### src/hdl/tcu_pkg.sv
// package for the timer control and update logic
package tcu_pkg;
  // register indices, byte address is four times the index
  localparam logic [3:0] IDX_WAVEFORM_CONFIG_REGISTER = 4'h1;
  localparam logic [3:0] IDX_OVR = 4'h2;
  localparam logic [3:0] IDX_SPLIT = 4'h3;
  localparam logic [3:0] IDX_ECLR = 4'h4;
  localparam logic [3:0] IDX_ESET = 4'h5;
  localparam logic [3:0] IDX_FCLR = 4'h6;
  localparam logic [3:0] IDX_FSET = 4'h7;
  localparam logic [3:0] IDX_CTRLA = 4'h8;
  localparam logic [3:0] IDX_BUFWR = 4'h9;
  localparam int ADDR_LSB = 2;
  localparam int ADDR_W = 6;
  // field positions
  localparam int E_DIR = 0;
  localparam int E_LOCK = 1;
  localparam int E_CMD_LO = 2;
  localparam int F_PER = 0;
  localparam int F_CMP0 = 1;
  localparam int B_AUTO_LOCK_TRANSFER = 3;
  localparam int B_CMPEN0 = 4;
  localparam int SPLIT_BIT = 0;
  localparam int ENABLE_BIT = 0;
  localparam int NCH = 3;
  // reset values
  localparam logic [7:0] RST_8 = 8'h00;
  // command codes
  localparam logic [1:0] CMD_NONE = 2'h0;
  localparam logic [1:0] CMD_UPDATE = 2'h1;
  localparam logic [1:0] CMD_RESTART = 2'h2;
  localparam logic [1:0] CMD_HARDRST = 2'h3;
  localparam logic [1:0] HTRANS_NONSEQ = 2'h2;
  localparam logic [2:0] HSIZE_WORD = 3'h2;

  typedef struct packed {
    logic update;
    logic restart;
    logic hard_reset;
    logic transfer;
  } tcu_cmd_t;

  typedef struct packed {
    logic sel;
    logic write;
    logic [ADDR_W-1:0] addr;
  } tcu_req_t;
endpackage

### src/hdl/tcu_reg8.sv
// one W-bit control register (1 to 32 bits, default 8) with set, clear and load ports
`timescale 1ns/1ps
module tcu_reg8
  import tcu_pkg::*;
#(
  parameter int W = 8,
  parameter logic [W-1:0] RST = '0
)
(
  input wire logic clk_i,
  input wire logic rstn_i,
  input wire logic load_i,
  input wire logic [W-1:0] load_val_i,
  input wire logic [W-1:0] set_i,
  input wire logic [W-1:0] clr_i,
  output logic [W-1:0] q_o
);
  initial
  begin
    if (W < 1 || W > 32)
    begin
      $error("tcu_reg8 width out of range");
    end
  end

  logic [W-1:0] next_q;
  // set wins over clear so a hardware event is never lost
  assign next_q = ((load_i ? load_val_i : q_o) & ~clr_i) | set_i;

  always_ff @(posedge clk_i or negedge rstn_i)
  begin
    if (!rstn_i)
      q_o <= RST;
    else
      q_o <= next_q;
  end
endmodule

### src/hdl/tcu_ctrl.sv
// timer control: output override, split select, commands, lock, direction, buffer valid
`timescale 1ns/1ps
// Contract
// RULE1: while disabled, override bits drive the waveform generator outputs directly.
// RULE2: pin sees override only with pin enable; logic block path ignores enable.
// RULE3: split mode bit selects two independent 8-bit timers.
// RULE4: command write: 1 update, 2 restart, 3 hard reset, 0 nothing.
// RULE5: hard reset command ignored while the timer is enabled.
// RULE6: command field always reads zero.
// RULE7: lock clear: buffers transfer on every UPDATE condition.
// RULE8: lock set: UPDATE transfers blocked, command update still transfers.
// RULE9: direction 0 up, 1 down; hardware and software both change it.
// RULE10: writing one to clear alias clears lock or direction bit.
// RULE11: writing one to set alias sets lock or direction bit.
// RULE12: compare valid sets on compare buffer write, clears on UPDATE.
// RULE13: period valid sets on period buffer write, clears on UPDATE.
// RULE14: valid flags via clear and set aliases; period bit0, compares bits1-3.
// RULE15: auto-lock holds lock until enabled compares valid, relocks after transfer.
// RULE16: in frequency and PWM modes pin shows output only with pin enable.
// RULE17: reads of either alias return shared bits, command read as zero.
module tcu_ctrl
  import tcu_pkg::*;
#(
  parameter int NUM_CH = NCH
)
(
  input wire logic MCLK_I,
  input wire logic RSTN_I,
  input wire logic HSEL_I,
  input wire logic [31:0] HADDR_I,
  input wire logic [1:0] HTRANS_I,
  input wire logic HWRITE_I,
  input wire logic [2:0] HSIZE_I,
  input wire logic [31:0] HWDATA_I,
  input wire logic HREADY_I,
  output logic [31:0] HRDATA_O,
  output logic HREADYOUT_O,
  output logic HRESP_O,
  input wire logic UPDATE_COND_I,
  input wire logic WFM_PWM_FRQ_I,
  input wire logic HW_DIR_VALID_I,
  input wire logic HW_DIR_I,
  input wire logic [NUM_CH-1:0] WG_I,
  input wire logic PER_BUF_WR_I,
  input wire logic [NUM_CH-1:0] CMP_BUF_WR_I,
  output logic ENABLE_O,
  output logic SPLIT_MODE_O,
  output logic DIR_O,
  output logic LOCK_O,
  output logic TRANSFER_O,
  output logic RESTART_O,
  output logic HARD_RESET_O,
  output logic [NUM_CH-1:0] WG_OUT_O,
  output logic [NUM_CH-1:0] PIN_OUT_O,
  output logic [NUM_CH-1:0] CLB_OUT_O,
  output logic [NUM_CH:0] BUF_VALID_O
);
  initial
  begin
    if (NUM_CH != NCH)
    begin
      $error("tcu_ctrl supports exactly three compare channels");
    end
  end

  // ------------------------------------------------------------
  // bus slave
  // ------------------------------------------------------------
  tcu_req_t req;
  logic [3:0] req_idx;
  logic [7:0] wbyte;
  logic take;
  logic we;
  logic [7:0] rd;

  assign take = HSEL_I && HREADY_I && (HTRANS_I == HTRANS_NONSEQ);
  assign HREADYOUT_O = 1'b1;
  assign HRESP_O = 1'b0;
  assign req_idx = req.addr[ADDR_LSB+3:ADDR_LSB];
  assign wbyte = HWDATA_I[7:0];
  assign we = req.sel && req.write;

  always_ff @(posedge MCLK_I or negedge RSTN_I)
  begin
    if (!RSTN_I)
      req <= '0;
    else
      req <= take ? '{sel: 1'b1, write: HWRITE_I, addr: HADDR_I[ADDR_W-1:0]} : '0;
  end

  logic wr_ctrla;
  logic wr_waveform_config_register;
  logic wr_ovr;
  logic wr_split;
  logic wr_eclr;
  logic wr_eset;
  logic wr_fclr;
  logic wr_fset;
  logic wr_bufwr;
  assign wr_ctrla = we && (req_idx == IDX_CTRLA);
  assign wr_waveform_config_register = we && (req_idx == IDX_WAVEFORM_CONFIG_REGISTER);
  assign wr_ovr = we && (req_idx == IDX_OVR);
  assign wr_split = we && (req_idx == IDX_SPLIT);
  assign wr_eclr = we && (req_idx == IDX_ECLR);
  assign wr_eset = we && (req_idx == IDX_ESET);
  assign wr_fclr = we && (req_idx == IDX_FCLR);
  assign wr_fset = we && (req_idx == IDX_FSET);
  assign wr_bufwr = we && (req_idx == IDX_BUFWR);

  // ------------------------------------------------------------
  // plain control registers
  // ------------------------------------------------------------
  logic [7:0] ctrla;
  logic [7:0] waveform_config_register;
  logic [7:0] ovr;
  logic [7:0] split;

  tcu_reg8 #(.W(8), .RST(RST_8)) u_ctrla (.clk_i(MCLK_I), .rstn_i(RSTN_I),
    .load_i(wr_ctrla), .load_val_i(wbyte & 8'h01), .set_i(8'h00), .clr_i(8'h00),
    .q_o(ctrla));
  tcu_reg8 #(.W(8), .RST(RST_8)) u_waveform_config_register (.clk_i(MCLK_I), .rstn_i(RSTN_I),
    .load_i(wr_waveform_config_register), .load_val_i(wbyte & 8'h78), .set_i(8'h00), .clr_i(8'h00),
    .q_o(waveform_config_register));
  tcu_reg8 #(.W(8), .RST(RST_8)) u_ovr (.clk_i(MCLK_I), .rstn_i(RSTN_I),
    .load_i(wr_ovr), .load_val_i(wbyte & 8'h07), .set_i(8'h00), .clr_i(8'h00),
    .q_o(ovr));
  tcu_reg8 #(.W(8), .RST(RST_8)) u_split (.clk_i(MCLK_I), .rstn_i(RSTN_I),
    .load_i(wr_split), .load_val_i(wbyte & 8'h01), .set_i(8'h00), .clr_i(8'h00),
    .q_o(split));

  logic enabled;
  logic auto_lock_transfer;
  logic [NUM_CH-1:0] cmp_en;
  assign enabled = ctrla[ENABLE_BIT];
  assign auto_lock_transfer = waveform_config_register[B_AUTO_LOCK_TRANSFER];
  assign cmp_en = waveform_config_register[B_CMPEN0 +: NUM_CH];
  assign ENABLE_O = enabled;
  assign SPLIT_MODE_O = split[SPLIT_BIT]; // RULE3

  // ------------------------------------------------------------
  // commands
  // ------------------------------------------------------------
  logic [1:0] cmd_wr;
  logic cmd_strobe;
  tcu_cmd_t next_cmd;
  tcu_cmd_t cmd;
  logic auto_update;
  logic lock;

  assign cmd_strobe = wr_eclr || wr_eset;
  assign cmd_wr = cmd_strobe ? wbyte[E_CMD_LO +: 2] : CMD_NONE;
  assign next_cmd.update = (cmd_wr == CMD_UPDATE); // RULE4
  assign next_cmd.restart = (cmd_wr == CMD_RESTART); // RULE4
  assign next_cmd.hard_reset = (cmd_wr == CMD_HARDRST) && !enabled; // RULE5
  // lock only blocks UPDATE-condition transfers, not the command
  assign auto_update = UPDATE_COND_I && !lock; // RULE7 RULE8
  assign next_cmd.transfer = auto_update || next_cmd.update; // RULE8

  always_ff @(posedge MCLK_I or negedge RSTN_I)
  begin
    if (!RSTN_I)
      cmd <= '0;
    else
      cmd <= next_cmd;
  end

  assign TRANSFER_O = cmd.transfer;
  assign RESTART_O = cmd.restart;
  assign HARD_RESET_O = cmd.hard_reset;

  // ------------------------------------------------------------
  // lock and direction
  // ------------------------------------------------------------
  logic dir;
  logic all_valid;
  logic lock_set;
  logic lock_clr;
  logic dir_set;
  logic dir_clr;
  logic [NUM_CH:0] bv;

  assign all_valid = &(bv[F_CMP0 +: NUM_CH] | ~cmp_en);
  // auto-lock: flags still read valid in the transfer cycle, so relock on the pulse itself
  assign lock_clr = (wr_eclr && wbyte[E_LOCK]) || (auto_lock_transfer && all_valid); // RULE10 RULE15
  assign lock_set = (wr_eset && wbyte[E_LOCK])
    || (auto_lock_transfer && (cmd.transfer || !all_valid)); // RULE11 RULE15
  assign dir_clr = (wr_eclr && wbyte[E_DIR]) || (HW_DIR_VALID_I && !HW_DIR_I); // RULE9 RULE10
  assign dir_set = (wr_eset && wbyte[E_DIR]) || (HW_DIR_VALID_I && HW_DIR_I); // RULE9 RULE11

  always_ff @(posedge MCLK_I or negedge RSTN_I)
  begin
    if (!RSTN_I)
    begin
      lock <= 1'b0;
      dir <= 1'b0;
    end
    else
    begin
      lock <= lock_set | (lock & ~lock_clr);
      dir <= dir_set | (dir & ~dir_clr);
    end
  end

  assign LOCK_O = lock;
  assign DIR_O = dir; // RULE9

  // ------------------------------------------------------------
  // buffer valid flags
  // ------------------------------------------------------------
  logic [NUM_CH:0] bv_set;
  logic [NUM_CH:0] bv_clr;
  logic [NUM_CH:0] buf_wr;

  // buffer-write register stands in for the core's strobes when driven by software
  assign buf_wr = {CMP_BUF_WR_I, PER_BUF_WR_I} | (wr_bufwr ? wbyte[NUM_CH:0] : '0);

  generate
    for (genvar i = 0; i <= NUM_CH; i++)
    begin : g_bv
      // set wins: a buffer write in the transfer cycle stays valid
      assign bv_set[i] = buf_wr[i] || (wr_fset && wbyte[i]); // RULE12 RULE13 RULE14
      assign bv_clr[i] = cmd.transfer || (wr_fclr && wbyte[i]); // RULE12 RULE13 RULE14
    end
  endgenerate

  tcu_reg8 #(.W(NUM_CH + 1), .RST('0)) u_bv (.clk_i(MCLK_I), .rstn_i(RSTN_I),
    .load_i(1'b0), .load_val_i('0), .set_i(bv_set), .clr_i(bv_clr), .q_o(bv));
  assign BUF_VALID_O = bv;

  // ------------------------------------------------------------
  // waveform outputs
  // ------------------------------------------------------------
  logic [NUM_CH-1:0] next_wg;
  logic [NUM_CH-1:0] next_pin;

  generate
    for (genvar c = 0; c < NUM_CH; c++)
    begin : g_wg
      assign next_wg[c] = enabled ? WG_I[c] : ovr[c]; // RULE1
      // pin drive only in frequency and PWM modes, or when stopped for override
      assign next_pin[c] = cmp_en[c] && (!enabled || WFM_PWM_FRQ_I) && next_wg[c]; // RULE2 RULE16
    end
  endgenerate

  always_ff @(posedge MCLK_I or negedge RSTN_I)
  begin
    if (!RSTN_I)
    begin
      WG_OUT_O <= '0;
      PIN_OUT_O <= '0;
      CLB_OUT_O <= '0;
    end
    else
    begin
      WG_OUT_O <= next_wg;
      PIN_OUT_O <= next_pin;
      CLB_OUT_O <= next_wg; // RULE2
    end
  end

  // ------------------------------------------------------------
  // read data
  // ------------------------------------------------------------
  logic [7:0] e_view;
  logic [3:0] rd_idx;
  assign e_view = {6'b0, lock, dir}; // RULE6 RULE17
  // read index from the address phase, data registered for the data phase
  assign rd_idx = HADDR_I[ADDR_LSB+3:ADDR_LSB];

  always_comb
  begin
    case (rd_idx)
      IDX_CTRLA: rd = ctrla;
      IDX_WAVEFORM_CONFIG_REGISTER: rd = waveform_config_register;
      IDX_OVR: rd = ovr;
      IDX_SPLIT: rd = split;
      IDX_ECLR: rd = e_view;
      IDX_ESET: rd = e_view;
      IDX_FCLR: rd = {4'b0, bv};
      IDX_FSET: rd = {4'b0, bv};
      default: rd = 8'h00;
    endcase
  end

  always_ff @(posedge MCLK_I or negedge RSTN_I)
  begin
    if (!RSTN_I)
      HRDATA_O <= '0;
    else
      HRDATA_O <= take && !HWRITE_I ? {24'h0, rd} : HRDATA_O;
  end
endmodule

### config.mk
export PLATFORM = sky130hd
export DESIGN_NAME = tcu_ctrl
export DESIGN_NICKNAME = d
export VERILOG_FILES = /design/src/hdl/tcu_pkg.sv /design/src/hdl/tcu_reg8.sv /design/src/hdl/tcu_ctrl.sv
export SDC_FILE = /design/constraint.sdc
export NUM_CORES = 1
export LEC_CHECK = 0
export ABC_AREA = 1
export BUFFER_PORTS_ARGS = -buffer_cell sky130_fd_sc_hd__buf_2
export CAP_MARGIN = 20
export CORE_MARGIN = 8
export CORE_UTILIZATION = 41
export CTS_BUF_LIST = sky130_fd_sc_hd__clkbuf_4 sky130_fd_sc_hd__clkbuf_8 sky130_fd_sc_hd__clkbuf_16
export DETAILED_ROUTE_END_ITERATION = 10
export PLACE_DENSITY = 0.79
export SLEW_MARGIN = 10
export SYNTH_ARGS = -nofsm -noshare
export SYNTH_HDL_FRONTEND = slang
export SYNTH_HIERARCHICAL = 1
export SYNTH_SLANG_ARGS = --single-unit
### constraint.sdc
create_clock -name MCLK_I -period 2.54 [get_ports MCLK_I]
set_input_delay 0.254 -clock MCLK_I [delete_from_list [all_inputs] [get_ports MCLK_I]]
set_output_delay 0.254 -clock MCLK_I [all_outputs]
set_load 0.005 [all_outputs]
# Yosys cells after proc, flatten, opt, wreduce, memory -nomap -nowiden
# Index checks and enable logic that the tools add are counted.
[totals]
ff_bits = 40
inputBits = 85
output_inout_bits = 54
elab_cells = 117
[classes]
n_eq_ne = 21
mux = 7
bitwise_logic = 12
n_reduce_logical = 61
[ops]
columns = ["op", "n"]
rows = [
  ["one-hot mux 7 bit (6 select lines)", 1],
  ["logical AND 1 bit", 37],
  ["== test 4 x 3 -> 1 bit (second input constant)", 8],
  ["== test 4 x 2 -> 1 bit (second input constant)", 4],
  ["logical OR 1 bit", 16],
  ["== test 4 bit (second input constant)", 3],
  ["== test 4 x 1 -> 1 bit (second input constant)", 2],
  ["2-to-1 mux 8 bit", 1],
  ["OR 4 bit", 2],
  ["== test 2 bit (second input constant)", 3],
  ["logical NOT 1 bit", 5],
  ["bitwise AND 4 bit", 1],
  ["2-to-1 mux 4 bit", 1],
  ["inverter 4 bit", 1],
  ["OR reduction 2 bit", 2],
  ["2-to-1 mux 1 bit", 3],
  ["inverter 3 bit", 1],
  ["OR 3 bit", 1],
  ["AND reduction 3 bit", 1],
  ["bitwise AND 1 bit", 2],
  ["== test 2 x 1 -> 1 bit (second input constant)", 1],
  ["2-to-1 mux 2 bit", 1],
  ["inverter 1 bit", 2],
  ["OR 1 bit", 2],
]

# Longest topological paths before layout
# Gate-level depths: netlist of the first run.
[depth]
depth_word = 8
depth_mapped = 9
ltp_nobuf = 8

# By module
# The synthesis of the first run kept the hierarchy.
[by_module_without_submodules]
columns = ["mod", "n_inst", "cells_each", "area_each_um2", "seq_area_each_um2"]
rows = [
  ["tcu_reg8 (u_ctrla ...)", 4, 74, 478.0, 200.2],
  ["tcu_ctrl", 1, 243, 1774.2, 625.6],
  ["tcu_reg8 (u_bv)", 1, 37, 229.0, 100.1],
]

# Worst setup path before layout of the first run
# No wires, ideal clock.
[synth_timing]
path_type = "reg-to-reg"
startpoint = "register req[7] in the netlist's numbering"
endpoint = "register u_ovr.q_o[0]"
setup_time_ns = 0.117
arrival_ns = 1.088
required_ns = 2.423
setup_slack_ns = 1.335
stages_incl_launch_ff = 9
path_buffers = 1
synth_period_minus_slack_ns = 1.205
path_cell_list = "dfrtp_1 > nand2_1 > inv_1 > nand3_1 > nor3_1 > buf_6 > nand2_1 > nand3_1 > nand2_1"
[synth_between]
elab_chain_len = 2
[synth_lines]
columns = ["item", "line", "text"]
rows = [
  ["start, declared", "tcu_ctrl.sv:69", "tcu_req_t req;"],
  ["start signal, assigned", "tcu_ctrl.sv:88", "req <= take ? '{sel: 1'b1, write: HWRITE_I, addr: HADDR_I[ADDR_W-1:0]} : '0;"],
  ["logical AND 1 bit", "tcu_ctrl.sv:81", "assign we = req.sel && req.write;"],
  ["logical AND 1 bit", "tcu_ctrl.sv:102", "assign wr_ovr = we && (req_idx == IDX_OVR);"],
  ["named net wr_ovr", "tcu_ctrl.sv:93", "logic wr_ovr;"],
  ["end signal, assigned", "tcu_reg8.sv:35", "q_o <= next_q;"],
  ["end, declared", "tcu_reg8.sv:16", "output logic [W-1:0] q_o"],
]
# The timed path passes the listed nets, and every way through them passes these cells.
# A chain may end at the register's enable or synchronous reset.

# Worst setup path in the final report of the first run
# Same ends and word-level chain as after synthesis.

==> flow_summary_export.csv, run 1 <==
group,metric,value,unit
status,status,"finished, final reports clean",
sta,fin_tns_setup,0,ns
sta,clock_skew,0.00341,ns
power,leakage,2.57,nW
drt,initialDrtViolationCount,206,
placement,portBuffers,56,
global_route,grt_pass1_vias,3197,
worst_setup_path,critPathTopFamily,"simple AND/OR/NAND/NOR gates",
sta,post-route-period-util,55.2,%
drt,dr.pass1.iters,5,
finish,fill_cells,956,
finish,syn_to_final_growth,21.4,%
sta,clock.fmax,713,MHz
power,finalPower,2.31,mW
worst_setup_path,cp.required,2.82,ns
worst_setup_path,cpMaxStageDelayCell,"dfrtp_1",
global_route,grt_max_degree,33,
worst_setup_path,max_stage_delay,0.32,ns
drt,routed_wl,8900,µm
cts,cts_max_level,3,
global_route,grt_pass1_wl,15000,µm
worst_setup_path,critical_path_buf_inv_count,3,
sta,relSlewSlack,52.3,%
synth,ys_seq_area_share,39.0,%
worst_setup_path,path_cells,"nand2_1, inv_1, nand3_1, nor3_1, buf_4, inv_6, nand2_1, nand3_1, nand2_1",
drt,drtAntennaViolNets,0,
job,drv_cap,0,
cts,clk-insertion-delay-late,0.34,ns
floorplanning,num_rows,35,
cts,cts_buffers,9,
worst_setup_path,cp-end-kind,"flip-flop",
finish,drive_above_1_share,18.3,%
floorplanning,core-area,9240,µm²
synth,avgSynthCellArea,6.80,µm²
worst_setup_path,arrival,1.68,ns
placement,hpwl,6980,µm
floorplanning,dieHeight,114,µm
sta,finalHoldWorstSlack,0.120,ns
power,ir_worst_vdd,0.232,mV
finish,final_common_cell,"nand2_1",
synth,ys_seq_elements,61,
worst_hold_path,hp-class,"primary input to flip-flop",
worst_hold_path,min_from,"HWDATA_I[2]",
drt,vias,3416,
worst_setup_path,critPathLaunch,"req[7]",
worst_setup_path,crit_top_cell,"nand2_1",
worst_setup_path,rr_startpoint,"req[7]",
sta,rsz0062_at_grt,"no",
cts,clock-sinks,61,
global_route,grt-ovfl-total,0,
finish,fin_util,51.5,%
placement,gp_congestion,0.833,
cts,path_clk_slew,0.06,ns
cts,root_buffer,"clkbuf_8",
synth,synth_cells,576,
drt,wl_per_cell,10.3,µm
floorplanning,fp.dieW,114,µm
power,p_per_area,485,nW/µm²
synth,synth_cell_types,24,
global_route,grt_usage,14.6,%
worst_setup_path,cp_max_fo,9,
synth,yosys_warnings,6,
finish,nNetsFinal,817,
drt,viasPerCell,3.94,
sta,hold_viol,0,
cts,cts_tree,"built",
sta,period_needed,1.40,ns
cts,clock_path_buffers,2,
worst_setup_path,criticalPathCategory,"flip-flop to flip-flop",
synth,syn_area,3920,µm²
floorplanning,initial_utilization,42.4,%
sta,worst-slew-pin-transition,0.716,ns
worst_setup_path,critPathLaunchType,"flip-flop",
global_route,antenna_found_initial,0,
drt,drc,0,
floorplanning,num_io_pins,139,
finish,layout_common_cells,"nand2_1, conb_1, inv_1, nand3_1, dfrtp_1",
floorplanning,die_area,12900,µm²
sta,slew_viol_final,0,
sta,setup_viol,0,
## power by group
group	internal (mW)	switching, mW	total (mW)
logic	0.148	0.232	0.380
registers	1.05	0.0575	1.11
clock network	0.450	0.368	0.819
## cell usage after synthesis
| library cell | instances | area [µm²] |
|---|---|---|
| buf_4 | 29 | 218 |
| buf_6 | 8 | 90.1 |
| clkinv_1 | 32 | 120 |
| clkinv_2 | 1 | 5.00 |
| conb_1 | 2 | 7.51 |
| dfrtp_1 | 61 | 1530 |
| inv_1 | 115 | 432 |
| inv_2 | 29 | 109 |
| inv_6 | 4 | 35.0 |
| nand2_1 | 138 | 518 |
| nand2_2 | 13 | 81.3 |
| nand3_1 | 69 | 345 |
| nand3_2 | 1 | 10.0 |
| nand4_1 | 10 | 62.6 |
| nor2_1 | 23 | 86.3 |
| nor2_4 | 5 | 56.3 |
| nor2_8 | 1 | 20.0 |
| nor3_1 | 5 | 25.0 |
| nor4_1 | 1 | 6.26 |
| o21ai_0 | 14 | 70.1 |
| o21ai_1 | 6 | 30.0 |
| o21bai_1 | 4 | 30.0 |
| o22ai_1 | 2 | 12.5 |
| or2_2 | 3 | 18.8 |
## routing by layer
layer / share of wire, % / vias to the layer above / track usage (%)
li1: - / 1844 / -
met1: 43 / 1447 / 17.3
met2: 47 / 114 / 24.1
met3: 9.2 / 11 / 4.70
met4: 1.5 / 0 / 5.86
met5: 0 / - / 0
## worst paths after layout
kind                                                      to  slack [ns]  cells after the start
setup / recovery                                u_ovr/q_o[0]        1.14                      9
hold / removal                                     RESTART_O        0.12                      2
setup reg to reg                                u_ovr/q_o[0]        1.14                      9
hold reg to reg                                  HRDATA_O[7]        0.47                      2
max in group asynchronous  u_waveform_config_register/q_o[0]        1.42                      3
min in group asynchronous                        u_bv/q_o[3]        0.50                      2
## registers in the layout, indices dropped and copies added (netlist names), 3 cells and up
name / count
HRDATA_O: 8
u_ctrla/q_o: 8
u_ovr/q_o: 8
u_split/q_o: 8
u_waveform_config_register/q_o: 8
req: 6
u_bv/q_o: 4
CLB_OUT_O: 3
PIN_OUT_O: 3
## metrics by stage
stage	setup WS, ns	instances	instance area, µm²
floorplan	1.33	696	4370
global placement	1.17	849	4560
detailed placement	1.16	849	4560
CTS	1.13	866	4750
global route	1.01	866	4750
finish	1.14	867	4750
## logic make-up (layout without fill, tap and decap cells)
group                  count (synthesis)  in the layout  share of synthesized area [%]
buffers and inverters                218            259                           25.8
flip-flops                            61             61                           39.0
AO/OA/AOI/OAI                         26             26                           3.64
other                                  2            123                          0.192
AND/OR/NAND/NOR                      269            269                           31.4
## repair_timing
action,CTS,global route
hold endpoints to repair,29,0
buffers inserted,0,0
hold buffers,1,0
gates resized for setup,0,0
## area by class of cell
type                    instances  area, µm²  share of cell area [%]
repair buffers                 62        340                    7.16
multi-input cells             417       1840                    38.6
clock inverters                 1       5.00                   0.105
clock buffers                  15        181                    3.82
diodes                          1       2.50                  0.0526
flip-flops and latches         61       1530                    32.1
inverters                     181        701                    14.7
well taps                     129        161                    3.39
Power figures use the tool's default switching activity.
==> run 2: changes to the inputs <==
Settings changed: PLACE_DENSITY 0.79 to 0.81.
Clock period 2.54 ns to 1.28 ns, I/O delays scaled along.
==> flow_summary_export.csv, run 2 (synthesis gave the netlist of run 1 again) <==
group,metric,value,unit
status,status,"finished, violations left",
status,violations,"negative setup slack",
sta,clock_skew,0.00727,ns
placement,gp_congestion,0.858,
sta,post-route-period-util,104,%
finish,nNetsFinal,827,
worst_setup_path,cp_max_fo,6,
sta,clock.fmax,750,MHz
worst_hold_path,whs_path_depth,2,
power,power_frac_comb,17.4,%
drt,drc,0,
drt,vias,3474,
cts,root_buffer,"clkbuf_8",
sta,hold_viol,0,
global_route,grt_pass1_wl,14900,µm
drt,routed_wl,9220,µm
global_route,grt-ovfl-total,0,
floorplanning,die_area,12900,µm²
worst_hold_path,hp-class,"primary input to flip-flop",
global_route,grt_pass1_vias,3350,
sta,worst-slew-pin-transition,0.500,ns
cts,cts_max_level,3,
finish,multiInputGateArea,1880,µm²
sta,finalHoldWorstSlack,0.0121,ns
cts,clk-insertion-delay-late,0.34,ns
finish,seqCellArea,1530,µm²
finish,fin_area,4870,µm²
power,p_per_area,921,nW/µm²
floorplanning,num_io_pins,139,
drt,wl_per_cell,10.6,µm
power,p_int,3.19,mW
sta,relSlewSlack,66.6,%
floorplanning,core-area,9240,µm²
floorplanning,initial_utilization,42.4,%
power,p_clk_share,33.7,%
global_route,grt_usage,14.6,%
floorplanning,fp.dieW,114,µm
finish,drive_above_1_share,21.1,%
drt,dr.pass1.iters,4,
drt,viasPerCell,3.97,
cts,cts_tree,"built",
power,finalPower,4.48,mW
cts,clock-sinks,61,
finish,fin_util,52.7,%
worst_setup_path,cp.required,1.51,ns
finish,final_common_cell,"nand2_1",
placement,hpwl,6910,µm
cts,path_clk_slew,0.07,ns
sta,period_needed,1.33,ns
cts,clock_path_buffers,2,
placement,dpl_cell_area,4610,µm²
power,switching_share,28.8,%
worst_setup_path,ff2ff_path_depth,6,
finish,layout_common_cells,"nand2_1, conb_1, inv_1, nand3_1, dfrtp_1",
finish,fill_cells,927,
power,ir_worst_vdd,0.398,mV
sta,slew_viol_final,0,
power,leakage,2.62,nW
sta,setup_ws,-0.0541,ns
placement,dp.cells,856,
global_route,grt_max_degree,62,
sta,rsz0062_at_grt,"yes",
worst_setup_path,critPathLaunchType,"flip-flop",
finish,syn_to_final_growth,24.3,%
worst_setup_path,criticalPathCategory,"flip-flop to flip-flop",
cts,cts_buffers,9,
sta,setup_viol,8,
drt,drtAntennaViolNets,0,
floorplanning,dieHeight,114,µm
placement,portBuffers,56,
finish,diodes,0,
job,drv_cap,0,
global_route,antenna_found_initial,0,
worst_setup_path,arrival,1.57,ns
power,p_switching,1.29,mW
drt,initialDrtViolationCount,150,
power,p_seq_share,48.9,%
finish,fin_cells,874,
floorplanning,num_rows,35,
worst_setup_path,cp-end-kind,"flip-flop",
-- run 2: changes by cell type in the layout (fill, tap and decap cells not counted), moves of 4 or more --
| cell | before | now |
|---|---|---|
| buf_6 | 0 | 4 |
| o21ai_1 | 6 | 10 |
| o21ai_0 | 14 | 10 |
| buf_4 | 4 | 10 |
| nand2_2 | 13 | 17 |
| nand2_1 | 138 | 134 |
-- run 2: worst max-delay path, stage by stage, from the launching register on --
cell and delay [ns]:
dfrtp_2 0.47, nor4_4 0.29, buf_4 0.18, buf_6 0.12
nand2_1 0.06, nand3_1 0.08, nand2_1 0.05
-- run 2: timing repair --
item,4_1_cts,5_1_grt
setup buffers,0,2
hold endpoints to repair,61,0
hold buffers,1,0
endpoints found under the setup margin,14,36
resized for setup,1,24
gates cloned,0,1
-- run 2: worst paths after layout --
| kind | startpoint | endpoint | slack (ns) |
|---|---|---|---|
| min in group asynchronous | RSTN_I | u_split/q_o[6] | 0.32 |
| max | req[2] | u_ctrla/q_o[4] | -0.05 |
| max in group asynchronous | RSTN_I | req[3] | 0.68 |
| min reg2reg | HRDATA_O[4] | HRDATA_O[4] | 0.48 |
| max reg2reg | req[2] | u_ctrla/q_o[4] | -0.05 |
| min | HWDATA_I[2] | RESTART_O | 0.01 |
-- run 2: cell type report --
class | count | share of cell area [%]
clock buffer | 12 | 3.26
clock inverter | 2 | 0.206
inverter | 181 | 14.4
multi-input combinational | 417 | 38.6
sequential | 61 | 31.4
tap | 129 | 3.32
timing repair buffer | 72 | 8.84
-- run 2: layer usage --
| metal | routed length (µm) | vias to the layer above | track usage [%] |
|---|---|---|---|
| met1 | 3780 | 1491 | 15.4 |
| met3 | 689 | 24 | 4.86 |
| met4 | 352 | 0 | 8.26 |
| li1 | - | 1855 | - |
| met5 | 0 | - | 0 |
| met2 | 4400 | 104 | 25.0 |
-- run 2: stage by stage --
stage	setup TNS, ns	setup slack (ns)
global route	-1.49	-0.125
global placement	0	0.00731
floorplan	0	0.0749
finish	-0.312	-0.0541
detailed placement	-0.0739	-0.0158
CTS	-0.0786	-0.0189
-- run 2: power groups by stage --
stage	clock [mW]	combinational, mW	sequential, mW
global route	1.63	0.913	2.21
global placement	0	0.754	2.22
CTS	1.55	0.771	2.19
floorplan	0	0.537	2.22
detailed placement	0	0.763	2.22
finish	1.51	0.781	2.19
